[config.mk]
export PLATFORM = sky130hd
export DESIGN_NAME = ctm_timer
export DESIGN_NICKNAME = d
export VERILOG_FILES = /design/src/design/ctm_timer.v
export VERILOG_INCLUDE_DIRS = /design/src /design/src/design
export SDC_FILE = /design/constraint.sdc
export NUM_CORES = 1
export LEC_CHECK = 0
export ABC_AREA = 1
export CORE_MARGIN = 2
export CORE_UTILIZATION = 50
export CTS_CLUSTER_SIZE = 25
export DETAILED_ROUTE_END_ITERATION = 12
export DONT_BUFFER_PORTS = 1
export SYNTH_ARGS = -nofsm -noshare
export SYNTH_HDL_FRONTEND = slang
export SYNTH_SLANG_ARGS = --single-unit
[constraint.sdc]
create_clock -name clk -period 2.5 [get_ports clk]
set_input_delay 0.25 -clock clk [delete_from_list [all_inputs] [get_ports clk]]
set_output_delay 0.25 -clock clk [all_outputs]
set_load 0.01 [all_outputs]
[src/design/ctm_map.vh]
// register map, field positions and constants of the cascaded 32-bit gated timer
// How it works
// - gated mode counts cycle ticks while gate high
// - 32-bit mode uses lower control, ignores upper gate
// - gate fall stops counting, count kept intact
// - gate falling edge sets period match flag
// - count equal period sets match flag bit 7
// - interrupt raised only when bit 7 enabled
// - period match emits one-shot adc trigger
// - prescale divides by 1, 8, 64, 256
// - input clock is cycle clock or external
// - only lower prescaler used in 32-bit mode
// - prescaler clears on count write, timer off, reset
// - disabled timer leaves lower prescaler untouched
// - control writes do not clear the count
// - no counting while cpu sleeps
`ifndef CTM_MAP_VH
`define CTM_MAP_VH

// register offsets
`define CTM_A_CTRL_LOW    4'h0
`define CTM_A_CTRL_HIGH   4'h1
`define CTM_A_COUNT_LOW   4'h2
`define CTM_A_COUNT_HIGH  4'h3
`define CTM_A_PERIOD_LOW  4'h4
`define CTM_A_PERIOD_HIGH 4'h5
`define CTM_A_IRQ_FLAG    4'h6
`define CTM_A_IRQ_EN      4'h7

// control and interrupt field positions
`define CTM_B_TIMER_ON    15
`define CTM_B_GATE_EN     6
`define CTM_B_PS_HI       5
`define CTM_B_PS_LO       4
`define CTM_B_CLK_SEL     1
`define CTM_B_MATCH       7

// reset values
`define CTM_RST_CTRL      16'h0000
`define CTM_RST_COUNT     16'h0000
`define CTM_RST_PERIOD    16'hffff
`define CTM_RST_PS        8'h00

// prescale terminal counts (divide minus one)
`define CTM_PS_DIV1       8'h00
`define CTM_PS_DIV8       8'h07
`define CTM_PS_DIV64      8'h3f
`define CTM_PS_DIV256     8'hff

// oscillator clock divided by this plus one gives the cycle clock
`define CTM_OSC_DIV_M1    2'h3

`endif

[src/design/ctm_timer.v]
// cascaded 32-bit gated timer with register port and level interrupt
`timescale 1ns/1ps
`include "ctm_map.vh"

module ctm_timer
(
    input  wire        clk,
    input  wire        nrst,
    input  wire [3:0]  addr,
    input  wire [15:0] wdata,
    input  wire        wr,
    input  wire        rd,
    output reg  [15:0] rdata,
    input  wire        gate_input_pin,
    input  wire        ext_clk_tick,
    input  wire        cpu_sleep,
    output wire        irq,
    output reg         adc_trigger
);

    reg  [15:0] ctrl_low_q;
    reg  [15:0] ctrl_high_q;
    reg  [15:0] count_low_q;
    reg  [15:0] count_high_q;
    reg  [15:0] period_low_q;
    reg  [15:0] period_high_q;
    reg         flag_q;
    reg         irq_en_q;
    reg  [7:0]  ps_q;
    reg  [1:0]  osc_div_q;
    reg         gate_q;
    reg         wrap_q;

    wire        timer_on  = ctrl_low_q[`CTM_B_TIMER_ON];
    wire        gate_en   = ctrl_low_q[`CTM_B_GATE_EN];
    wire        clk_sel   = ctrl_low_q[`CTM_B_CLK_SEL];
    wire [1:0]  ps_sel    = ctrl_low_q[`CTM_B_PS_HI:`CTM_B_PS_LO];
    wire [31:0] count     = {count_high_q, count_low_q};
    wire [31:0] period    = {period_high_q, period_low_q};
    wire        cyc_tick  = (osc_div_q == `CTM_OSC_DIV_M1) && !cpu_sleep;
    // gated mode always runs on the cycle clock; clock select is ignored while gate enable is set
    wire        src_tick  = (clk_sel && !gate_en) ? (ext_clk_tick && !cpu_sleep)
                                                  : cyc_tick;
    wire        gate_fall = gate_en && gate_q && !gate_input_pin;
    wire        wr_cnt    = wr && (addr == `CTM_A_COUNT_LOW || addr == `CTM_A_COUNT_HIGH);
    // only a one-to-zero change of a run bit counts as switching the timer off
    wire        off_wr    = wr && timer_on && !wdata[`CTM_B_TIMER_ON] &&
                            (addr == `CTM_A_CTRL_LOW ||
                             (addr == `CTM_A_CTRL_HIGH && ctrl_high_q[`CTM_B_TIMER_ON]));
    reg  [7:0]  ps_term;
    wire        ps_done   = (ps_q == ps_term);
    wire        run       = timer_on && (!gate_en || gate_input_pin);
    wire        cnt_tick  = run && src_tick && ps_done;
    wire        match     = (count == period);
    wire        match_hit = cnt_tick && match && !wrap_q;

    // prescale select decode
    always @*
    begin
        case (ps_sel)
            2'h0:    ps_term = `CTM_PS_DIV1;
            2'h1:    ps_term = `CTM_PS_DIV8;
            2'h2:    ps_term = `CTM_PS_DIV64;
            default: ps_term = `CTM_PS_DIV256;
        endcase
    end

    // free-running divide by four of the oscillator clock, stopped in sleep
    always @(posedge clk)
    begin
        if (!nrst)
            osc_div_q <= 2'h0;
        else if (!cpu_sleep)
            osc_div_q <= osc_div_q + 2'h1;
    end

    // prescaler: only advances while running, so a timer halted by its gate keeps its phase
    always @(posedge clk)
    begin
        if (!nrst)
            ps_q <= `CTM_RST_PS;
        else if (timer_on && (wr_cnt || off_wr))
            ps_q <= `CTM_RST_PS;
        else if (run && src_tick)
            ps_q <= ps_done ? `CTM_RST_PS : ps_q + 8'h01;
    end

    // gate sampler for edge detection; the pin is already synchronous
    always @(posedge clk)
    begin
        if (!nrst)
            gate_q <= 1'b0;
        else
            gate_q <= gate_input_pin;
    end

    // 32-bit count with carry; software writes win over counting
    always @(posedge clk)
    begin
        if (!nrst)
        begin
            count_low_q  <= `CTM_RST_COUNT;
            count_high_q <= `CTM_RST_COUNT;
            wrap_q       <= 1'b0;
        end
        else if (wr_cnt)
        begin
            if (addr == `CTM_A_COUNT_LOW)
                count_low_q <= wdata;
            else
                count_high_q <= wdata;
            wrap_q <= 1'b0;
        end
        else if (cnt_tick)
        begin
            // a match in gated mode keeps accumulating; otherwise wrap on next tick
            if (wrap_q)
            begin
                count_low_q  <= `CTM_RST_COUNT;
                count_high_q <= `CTM_RST_COUNT;
                wrap_q       <= 1'b0;
            end
            else
            begin
                {count_high_q, count_low_q} <= count + 32'h0000_0001;
                wrap_q <= match && !gate_en;
            end
        end
    end

    // control, period and interrupt registers; control writes leave the count alone
    always @(posedge clk)
    begin
        if (!nrst)
        begin
            ctrl_low_q    <= `CTM_RST_CTRL;
            ctrl_high_q   <= `CTM_RST_CTRL;
            period_low_q  <= `CTM_RST_PERIOD;
            period_high_q <= `CTM_RST_PERIOD;
            irq_en_q      <= 1'b0;
        end
        else if (wr)
        begin
            case (addr)
                `CTM_A_CTRL_LOW:    ctrl_low_q    <= wdata;
                `CTM_A_CTRL_HIGH:   ctrl_high_q   <= wdata;
                `CTM_A_PERIOD_LOW:  period_low_q  <= wdata;
                `CTM_A_PERIOD_HIGH: period_high_q <= wdata;
                `CTM_A_IRQ_EN:      irq_en_q      <= wdata[`CTM_B_MATCH];
                default:            irq_en_q      <= irq_en_q;
            endcase
        end
    end

    // sticky match flag, cleared by writing one; a new event beats the clear
    always @(posedge clk)
    begin
        if (!nrst)
            flag_q <= 1'b0;
        else if (match_hit || gate_fall)
            flag_q <= 1'b1;
        else if (wr && addr == `CTM_A_IRQ_FLAG && wdata[`CTM_B_MATCH])
            flag_q <= 1'b0;
    end

    assign irq = flag_q && irq_en_q;

    // one-cycle trigger toward the converter
    always @(posedge clk)
    begin
        if (!nrst)
            adc_trigger <= 1'b0;
        else
            adc_trigger <= match_hit;
    end

    // read data one cycle after the strobe, zero otherwise
    always @(posedge clk)
    begin
        if (!nrst)
            rdata <= 16'h0000;
        else if (rd)
        begin
            case (addr)
                `CTM_A_CTRL_LOW:    rdata <= ctrl_low_q;
                `CTM_A_CTRL_HIGH:   rdata <= ctrl_high_q;
                `CTM_A_COUNT_LOW:   rdata <= count_low_q;
                `CTM_A_COUNT_HIGH:  rdata <= count_high_q;
                `CTM_A_PERIOD_LOW:  rdata <= period_low_q;
                `CTM_A_PERIOD_HIGH: rdata <= period_high_q;
                `CTM_A_IRQ_FLAG:    rdata <= {8'h00, flag_q, 7'h00};
                `CTM_A_IRQ_EN:      rdata <= {8'h00, irq_en_q, 7'h00};
                default:            rdata <= 16'h0000;
            endcase
        end
        else
            rdata <= 16'h0000;
    end

endmodule // ctm_timer

# --- Word level (Yosys, flattened, before mapping) ---
# Index checks and enable logic that the tools add are counted.
totals:
  out_inout_bits: 18
  reg_bits: 127
  wordCells: 91
classes:
  n_reduce_logical: 44
  bitwise_logic: 1
  eq_ne: 14
  muxes: 15
  add_sub_neg: 3
op_table:
  columns: ["operator", "count"]
  rows:
  - ["$mux W16", 8]
  - ["$pmux W16 S8", 1]
  - ["$add A32 B1 Y32 const B", 1]
  - ["$eq A32 B32 Y1", 1]
  - ["$pmux W8 S3", 1]
  - ["$logic_and A1 B1 Y1", 20]
  - ["$eq A4 B3 Y1 const B", 4]
  - ["$reduce_and A2 Y1", 8]
  - ["$add A8 B1 Y8 const B", 1]
  - ["$eq A4 B2 Y1 const B", 2]
  - ["$eq A8 B8 Y1", 1]
  - ["$mux W8", 1]
  - ["$logic_not A1 Y1", 5]
  - ["$logic_or A1 B1 Y1", 5]
  - ["$eq A2 B2 Y1 const B", 2]
  - ["$eq A4 B1 Y1 const B", 1]
  - ["$logic_not A4 Y1", 1]
  - ["$mux W1", 4]
  - ["$reduce_bool A2 Y1", 2]
  - ["$reduce_or A2 Y1", 2]
  - ["$add A2 B1 Y2 const B", 1]
  - ["$eq A2 B1 Y1 const B", 1]
  - ["$logic_not A2 Y1", 1]
  - ["$ne A2 B1 Y1 const B", 1]
  - ["2 further kinds", 2]

# --- Logic depth before layout (Yosys ltp) ---
# Gate-level depths: netlist (run 1).
depth:
  ltp_word: 9
  depth_mapped: 12

# --- Worst setup path before layout (run 1) ---
# OpenSTA, ideal clock, no wires.
synth_timing:
  path_kind: "flip-flop to flip-flop"
  start: "register count_low_q[0]"
  end: "register count_low_q[10]"
  setup_time_ns: 0.113
  stages_incl_launch_ff: 11
  arrival_ns: 1.478
  path_slack_ns: 0.909
  path_buffers: 0
  path_cell_list: "dfxtp_1 > ha_1 > nand3_2 > inv_2 > nand3_2 > nor2_1 > a21oi_1 > o21ai_0 > nand2_1 > nor2_2 > nor2_1"
synth_between:
  elab_chain_cells: 4
synth_lines:
  columns: ["element", "line", "rtl"]
  rows:
  - ["start, declared", "ctm_timer.v:23", "reg [15:0] count_low_q;"]
  - ["start signal, assigned", "ctm_timer.v:102", "count_low_q <= `CTM_RST_COUNT;"]
  - ["start signal, assigned", "ctm_timer.v:109", "count_low_q <= wdata;"]
  - ["start signal, assigned", "ctm_timer.v:119", "count_low_q <= `CTM_RST_COUNT;"]
  - ["$add A32 B1 Y32", "ctm_timer.v:125", "{count_high_q, count_low_q} <= count + 32'h0000_0001;"]
  - ["$mux W16", "ctm_timer.v:117", "if (wrap_q)"]
  - ["$mux W16", "ctm_timer.v:114", "else if (cnt_tick)"]
  - ["$mux W16", "ctm_timer.v:106", "else if (wr_cnt)"]
# No other way between the ends. The select of a mux whose other input is x is not followed.
# A chain may end at the register's enable or synchronous reset.

# --- Worst setup path in the final report (run 1) ---
layout_timing:
  start: "register count_low_q[0]"
  end: "register count_high_q[12]"
layout_between:
  elab_chain_cells: 4
layout_lines:
  columns: ["element", "line", "rtl"]
  rows:
  - ["$add A32 B1 Y32", "ctm_timer.v:125", null]
  - ["$mux W16", "ctm_timer.v:117", null]
  - ["$mux W16", "ctm_timer.v:114", null]
  - ["$mux W16", "ctm_timer.v:106", null]
  - ["end signal, assigned", "ctm_timer.v:111", "count_high_q <= wdata;"]
  - ["end signal, assigned", "ctm_timer.v:120", "count_high_q <= `CTM_RST_COUNT;"]
  - ["end signal, assigned", "ctm_timer.v:125", null]
  - ["end, declared", "ctm_timer.v:24", "reg [15:0] count_high_q;"]
# No other way between the ends. The select of a mux whose other input is x is not followed.

==> results of run 1 <==
[registers in the layout, indices dropped and copies added (netlist names)]
name	count
count_high_q	16
count_low_q	16
ctrl_high_q	16
ctrl_low_q	16
period_high_q	16
period_low_q	16
rdata	16
ps_q	8
osc_div_q	2
adc_trigger	1
flag_q	1
gate_q	1
irq_en_q	1
wrap_q	1
[kinds of logic (layout without fill, tap and decap cells)]
family	after synthesis	in the layout	share of synthesized area, %
flops	127	127	35.84
xor+xnor	17	17	2.099
fa+ha+maj	3	3	0.5292
buf+inv	176	202	10.23
compound gates	233	233	18.11
simple gates	533	533	33.19
[layout by cell type (no fill, tap or decap), types with 2 or more instances in the layout]
| cell | synthesis | routed |
|---|---|---|
| nand2_4 | 2 | 2 |
| dlygate4sd3_1 | 0 | 19 |
| nand3_1 | 47 | 47 |
| clkinv_2 | 0 | 2 |
| a21oi_1 | 61 | 61 |
| buf_4 | 1 | 14 |
| o22ai_1 | 47 | 47 |
| o211ai_1 | 14 | 14 |
| nor3_2 | 4 | 4 |
| nand3b_1 | 4 | 4 |
| nor3_1 | 27 | 27 |
| nor2_2 | 11 | 13 |
| o221ai_1 | 2 | 2 |
| nand2_1 | 246 | 246 |
| o21ai_1 | 25 | 25 |
| xor2_1 | 10 | 10 |
| dfxtp_1 | 127 | 127 |
| a31oi_1 | 2 | 2 |
| o21ai_0 | 77 | 77 |
| inv_2 | 9 | 9 |
| ha_1 | 3 | 3 |
| clkbuf_8 | 0 | 2 |
| nor2_1 | 152 | 150 |
| nor2_4 | 5 | 5 |
| inv_6 | 1 | 6 |
| clkinvlp_4 | 0 | 3 |
| inv_1 | 125 | 125 |
| clkbuf_16 | 0 | 17 |
| xnor2_1 | 7 | 7 |
| nand2_2 | 2 | 2 |
| nand3_2 | 6 | 6 |
| nand4_1 | 22 | 22 |
[where the power goes]
part | total, uW | switching [uW] | internal [uW]
clock | 2450 | 1020 | 1440
combinational | 310 | 205 | 105
sequential | 2100 | 36.4 | 2070
total | 4870 | 1260 | 3610
[per-layer routing]
metal | vias to the layer above | routed length [um] | part of all wire [%]
li1 | 3616 | - | -
met1 | 3366 | 11150 | 44
met2 | 358 | 10870 | 43
met3 | 66 | 2319 | 9.2
met4 | 0 | 747 | 3.0
met5 | - | 0 | 0
[critical path, delay by kind of cell, from the launching register on]
| kind | cells | cell delay (ns) |
|---|---|---|
| adder cells (fa/ha/maj) | 1 | 0.27 |
| buffers and inverters | 1 | 0.10 |
| flip-flops | 1 | 0.50 |
| AND/OR/NAND/NOR | 8 | 1.04 |
[worst min-delay path by stage]
stage	start	to	slack (ns)	cells after the start
floorplan	gate_input_pin	gate_q	0.34	2
global placement	nrst	period_high_q[7]	0.34	1
detailed placement	nrst	period_high_q[7]	0.35	1
CTS	wr	irq_en_q	0.008	2
global route	wdata[7]	ctrl_low_q[7]	0.007	2
finish	wr	irq_en_q	0.01	2
[per-stage QoR]
step                std cells  hold WS [ns]  instance area [um2]  util (%)
floorplan                1089        0.3435                 7094         -
finish                   1295       0.01424                 8016     57.75
CTS                      1295      0.007753                 8016     57.75
detailed placement       1243        0.3468                 7219     52.01
global placement         1243        0.3386                 7219     52.01
global route             1295      0.007433                 8016     57.75
[layout make-up]
cell class                 count  area (um2)
clock inverter                13       126.4
clock buffer                  19       452.9
sequential                   127        2542
fill                        1395        5864
tap                          180       225.2
inverter                     136       515.5
multi-input combinational    786        3831
timing repair buffer          34       322.8
==> flow_metrics.env, run 1 <==
export IMPL_initial_core_util_pct=51.11
export IMPL_crit_start="count_low_q[0]"
export IMPL_synth_most_common_cell="nand2_1"
export IMPL_portBuffers=0
export IMPL_period_share_pct=81.69
export IMPL_max_stage_delay_ns=0.50
export IMPL_ant_nets=0
export IMPL_hold_violations=0
export IMPL_syn2layout_area_growth_pct=13.00
export IMPL_gp_congestion=1.018
export IMPL_fin_skew_ns=0.009654
export IMPL_gr_total_overflow=0
export IMPL_vias=7406
export IMPL_power_density_nw_per_um2=607.3
export IMPL_clock_latency_ns=0.43
export IMPL_total_power_uw=4868
export IMPL_fin_setup_tns_ns=0
export IMPL_clock_path_buffers=2
export IMPL_r2r_end="count_high_q[12]"
export IMPL_r2r_start="count_low_q[0]"
export IMPL_cts_root_buf="clkbuf_16"
export IMPL_crit_type="register to register"
export IMPL_rows=43
export IMPL_crit_end="count_high_q[12]"
export IMPL_yosysTopAreaCell="dfxtp_1"
export IMPL_netlist_area_um2=7094
export IMPL_status="complete, no violations"
export IMPL_ys_seq_area_share_pct=35.84
export IMPL_first_pass_iters=6
export IMPL_async_flop_share_pct=0
export IMPL_grt_pass1_wl_mm=38.94
export IMPL_dieWidth_um=123.1
export IMPL_ys_seq_elements=127
export IMPL_slew_headroom_pct=50.63
export IMPL_busiest_layer="met2"
export IMPL_cts_sinks=127
export IMPL_ys_flop_type="dfxtp_1"
export IMPL_min_path_type="input pin to register"
export IMPL_cts_setup_buffers=0
export IMPL_grtUsageMet3_pct=8.487
export IMPL_diodes=0
export IMPL_worstMarginPinSlew_ns=0.7388
export IMPL_final_layout_size_suffix_gt1_share_pct=8.341
export IMPL_first_iter_violations=939
export IMPL_finalSetupViolations=0
export IMPL_htreeDepth=4
export IMPL_synth_edf_count=0
export IMPL_grtUsageTotal_pct=34.62
export IMPL_grt_pass1_vias=6870
export IMPL_synth_nets=1119
export IMPL_vias_per_cell=5.719
export IMPL_pre_cts_ws_ns=0.5545
export IMPL_syn_instance_count=1089
export IMPL_yosys_warnings=0
export IMPL_place_hpwl_mm=18.41
export IMPL_cts_tree="yes"
export IMPL_route_detailed_drc=0
export IMPL_slew_viol_final=0
export IMPL_wirelength_mm=25.08
export IMPL_layout_nets=1132
export IMPL_antenna_found_initial=0
export IMPL_reg2reg_depth=10
export IMPL_power_leakage_uw=0.003452
export IMPL_ys_top_cells_by_area="dfxtp_1 36%, nand2_1 13%, nor2_1 8.0%"
export IMPL_post_cts_resized=0
export IMPL_cts_hold_buf=20
export IMPL_grt_use_met2_pct=52.38
export IMPL_grt_start_max_net_pins=85
export IMPL_fmax_mhz=489.6
export IMPL_period_needed_ns=2.042
export IMPL_cp_max_fo=8
export IMPL_rsz0062_at_grt="false"
export IMPL_finalWorstSetupSlack_ns=0.4577
export IMPL_core_um2=13880
export IMPL_r2r_slack_ns=0.46
export IMPL_use_met1_pct=47.77
export IMPL_die_h_um=123.1
export IMPL_syn_area_per_cell_um2=6.515
export IMPL_die_area_um2=15160
export IMPL_clk_pin_slew_ns=0.06
export IMPL_slowest_stage="dfxtp_1"
export IMPL_yosysTopAreaCellShare_pct=35.84
export IMPL_cp_arrival_ns=2.36
export IMPL_routedWlPerCell_um=19.37
export IMPL_cts_inserted_buffers=17
export IMPL_worstPathCellList="ha_1 -> nand3_2 -> nor3_4 -> nand3_2 -> inv_2 -> nand3b_1 -> nor2_1 -> nor2_1 -> nor2_1 -> nor2_1"
export IMPL_max_cap_viol_count=0
export IMPL_synth_common_cells="246 x nand2_1, 152 x nor2_1, 127 x dfxtp_1, 125 x inv_1, 77 x o21ai_0"
export IMPL_cp_required_ns=2.82
export IMPL_critPathLaunchType="register"
export IMPL_peakVddDrop_mv=0.4372
export IMPL_endpoint_kind="register"
export IMPL_pin_count=45
export IMPL_synth_cell_types=44
export IMPL_cp_common_cell="nor2_1"
(Power assumes the default switching activity.)
==> inputs of run 2 (changes only) <==
--- a/config.mk
+++ b/config.mk
@@ -6,7 +6,7 @@
 export SDC_FILE = /design/constraint.sdc
 export NUM_CORES = 1
 export LEC_CHECK = 0
-export ABC_AREA = 1
+export ABC_AREA = 0
 export CORE_MARGIN = 2
 export CORE_UTILIZATION = 50
 export CTS_CLUSTER_SIZE = 25
==> constraint.sdc (replaced) <==
create_clock -name clk -period 2 [get_ports clk]
set_input_delay 0.2 -clock clk [delete_from_list [all_inputs] [get_ports clk]]
set_output_delay 0.2 -clock clk [all_outputs]
set_load 0.01 [all_outputs]
==> flow_metrics.env, run 2 <==
export IMPL_status="finished with violations"
export IMPL_violations="setup timing"
export IMPL_synthMuxAreaShare_pct=0.4768
export IMPL_syn_area_per_cell_um2=8.039
export IMPL_yosysTopAreaCellShare_pct=38.76
export IMPL_layout_nets=896
export IMPL_period_share_pct=100.4
export IMPL_fmax_mhz=498.0
export IMPL_yosys_area_share_simple_pct=26.17
export IMPL_power_leakage_uw=0.002982
export IMPL_route_detailed_drc=0
export IMPL_cts_root_buf="clkbuf_16"
export IMPL_final_common_cell="nand2_1"
export IMPL_portBuffers=0
export IMPL_slew_headroom_pct=43.92
export IMPL_synth_edf_count=0
export IMPL_diodes=0
export IMPL_fin_skew_ns=0.006812
export IMPL_synth_compound_area_share_pct=22.77
export IMPL_cp_required_ns=2.35
export IMPL_rsz0062_at_grt="true"
export IMPL_ys_seq_elements=127
export IMPL_cts_inserted_buffers=17
export IMPL_async_flop_share_pct=0
export IMPL_antenna_found_initial=3
export IMPL_grt_pass1_vias=6224
export IMPL_pin_count=45
export IMPL_clock_path_buffers=2
export IMPL_die_h_um=118.5
export IMPL_yosysTopAreaCell="dfxtp_1"
export IMPL_ys_flop_type="dfxtp_1"
export IMPL_gp_congestion=0.9475
export IMPL_period_needed_ns=2.008
export IMPL_syn2layout_area_growth_pct=22.47
export IMPL_grtUsageTotal_pct=33.47
export IMPL_min_path_type="input pin to register"
export IMPL_grt_pass1_wl_mm=35.84
export IMPL_syn_instance_count=816
export IMPL_synth_most_common_cell="nand2_1"
export IMPL_cp_max_fo=7
export IMPL_initial_core_util_pct=51.56
export IMPL_dp_cells=995
export IMPL_finalWorstSetupSlack_ns=-0.008154
export IMPL_final_area_um2=8034
export IMPL_cts_sinks=127
export IMPL_critPathLaunchType="register"
export IMPL_max_cap_viol_count=0
export IMPL_first_iter_violations=1064
export IMPL_wirelength_mm=23.65
export IMPL_finalSetupViolations=1
export IMPL_die_area_um2=14050
export IMPL_crit_type="register to register"
export IMPL_cp_arrival_ns=2.36
export IMPL_instances_no_fill=1050
export IMPL_cts_tree="yes"
export IMPL_gr_total_overflow=0
export IMPL_post_dp_cell_area_um2=7141
export IMPL_dieWidth_um=118.5
export IMPL_clk_pin_slew_ns=0.05
export IMPL_synth_cell_types=67
export IMPL_power_density_nw_per_um2=734.8
export IMPL_endpoint_kind="register"
export IMPL_worstMarginPinSlew_ns=0.8381
export IMPL_ant_nets=0
export IMPL_place_hpwl_mm=15.64
export IMPL_whs_ns=0.01778
export IMPL_slew_viol_final=0
export IMPL_yosys_warnings=0
export IMPL_synthXorXnorAreaFrac_pct=6.008
export IMPL_rows=41
export IMPL_grt_start_max_net_pins=104
export IMPL_synth_top_family_by_area="simple AND/OR/NAND/NOR gates"
export IMPL_final_layout_size_suffix_gt1_share_pct=18.22
export IMPL_fin_setup_tns_ns=-0.008154
export IMPL_ys_top_cells_by_area="dfxtp_1 39%, nand2_1 9.7%, a22oi_1 5.5%"
export IMPL_final_cell_mix="168 x nand2_1, 112 x dfxtp_1, 75 x buf_4, 48 x a22oi_1, 40 x nand3_1"
export IMPL_synthAdderAreaFrac_pct=0.5722
export IMPL_netlist_area_um2=6560
export IMPL_routedWlPerCell_um=22.53
export IMPL_synth_nets=846
export IMPL_htreeDepth=4
export IMPL_ys_seq_area_share_pct=38.76
export IMPL_clock_latency_ns=0.42
export IMPL_pre_cts_ws_ns=-0.08823
export IMPL_peakVddDrop_mv=0.6818
export IMPL_hold_violations=0
export IMPL_vias=6672
export IMPL_core_um2=12720
export IMPL_first_pass_iters=5
export IMPL_synth_common_cells="170 x nand2_1, 127 x dfxtp_1, 48 x a22oi_1, 44 x clkbuf_1, 40 x nand3_1"
export IMPL_vias_per_cell=6.354
==> run 2: kinds of logic (layout without fill, tap and decap cells) <==
group,count (synthesis),in the layout
XOR/XNOR,45,45
multiplexers,3,3
flip-flops,127,127
AND/OR/NAND/NOR,343,343
AO/OA/AOI/OAI,216,216
buffers and inverters,79,141
adder cells (fa/ha/maj),3,3
==> run 2: what timing repair did <==
| action | 4_1_cts | 5_1_grt |
|---|---|---|
| pin swaps | 3 | 8 |
| hold endpoints to repair | 103 | 0 |
| hold buffers | 20 | 0 |
| resized for setup | 3 | 27 |
| setup endpoints to repair | 4 | 18 |
| buffers inserted | 1 | 3 |
==> run 2: worst max-delay path: stages (launching register included) <==
cell and delay (ns):
dfxtp_2 0.34, and4_4 0.22, or4b_4 0.53, or3_4 0.41, o31ai_2 0.19, nand2_1 0.12
a21boi_2 0.13
==> run 2: path summary, 6_finish.rpt <==
path / end / start / slack [ns] / depth (start not counted)
worst max-delay path: count_high_q[3] / count_low_q[1] / -0.008 / 6
worst min register to register: ctrl_high_q[7] / ctrl_high_q[7] / 0.46 / 2
worst min-delay path: count_high_q[10] / wdata[10] / 0.02 / 2
worst max register to register: count_high_q[3] / count_low_q[1] / -0.008 / 6
==> run 2: power breakdown <==
group | total (uW) | internal [uW] | switching [uW] | leakage (uW)
clock | 2930 | 1760 | 1170 | 0.000261
sequential | 2610 | 2570 | 35.1 | 0.00103
combinational | 366 | 150 | 216 | 0.00169
total | 5900 | 4480 | 1420 | 0.00298
==> run 2: area by class of cell <==
type	instances	area (um2)
clock inverters	10	88.84
well taps	172	215.2
repair buffers	100	863.3
multi-input cells	610	3807
flip-flops and latches	127	2561
clock buffers	21	460.4
fillers	1130	4688
inverters	10	37.54
==> run 2: metal layers <==
| layer | routed length, um | global-route usage [%] | part of all wire (%) | vias to the layer above |
|---|---|---|---|---|
| li1 | - | - | - | 3008 |
| met1 | 9736 | 44.58 | 41 | 3207 |
| met2 | 10460 | 50.29 | 44 | 368 |
| met3 | 2545 | 10.18 | 11 | 85 |
| met4 | 878 | 13.76 | 3.7 | 4 |
| met5 | 28 | 0 | 0.12 | - |
==> run 2: per-stage QoR <==
step / utilization, % / total power [uW]
after detailed placement: 56.13 / 2923
final: 63.15 / 5903
after global routing: 63.15 / 6065
after CTS: 62.28 / 5903
after global placement: 56.13 / 2917
after floorplan: - / 2868
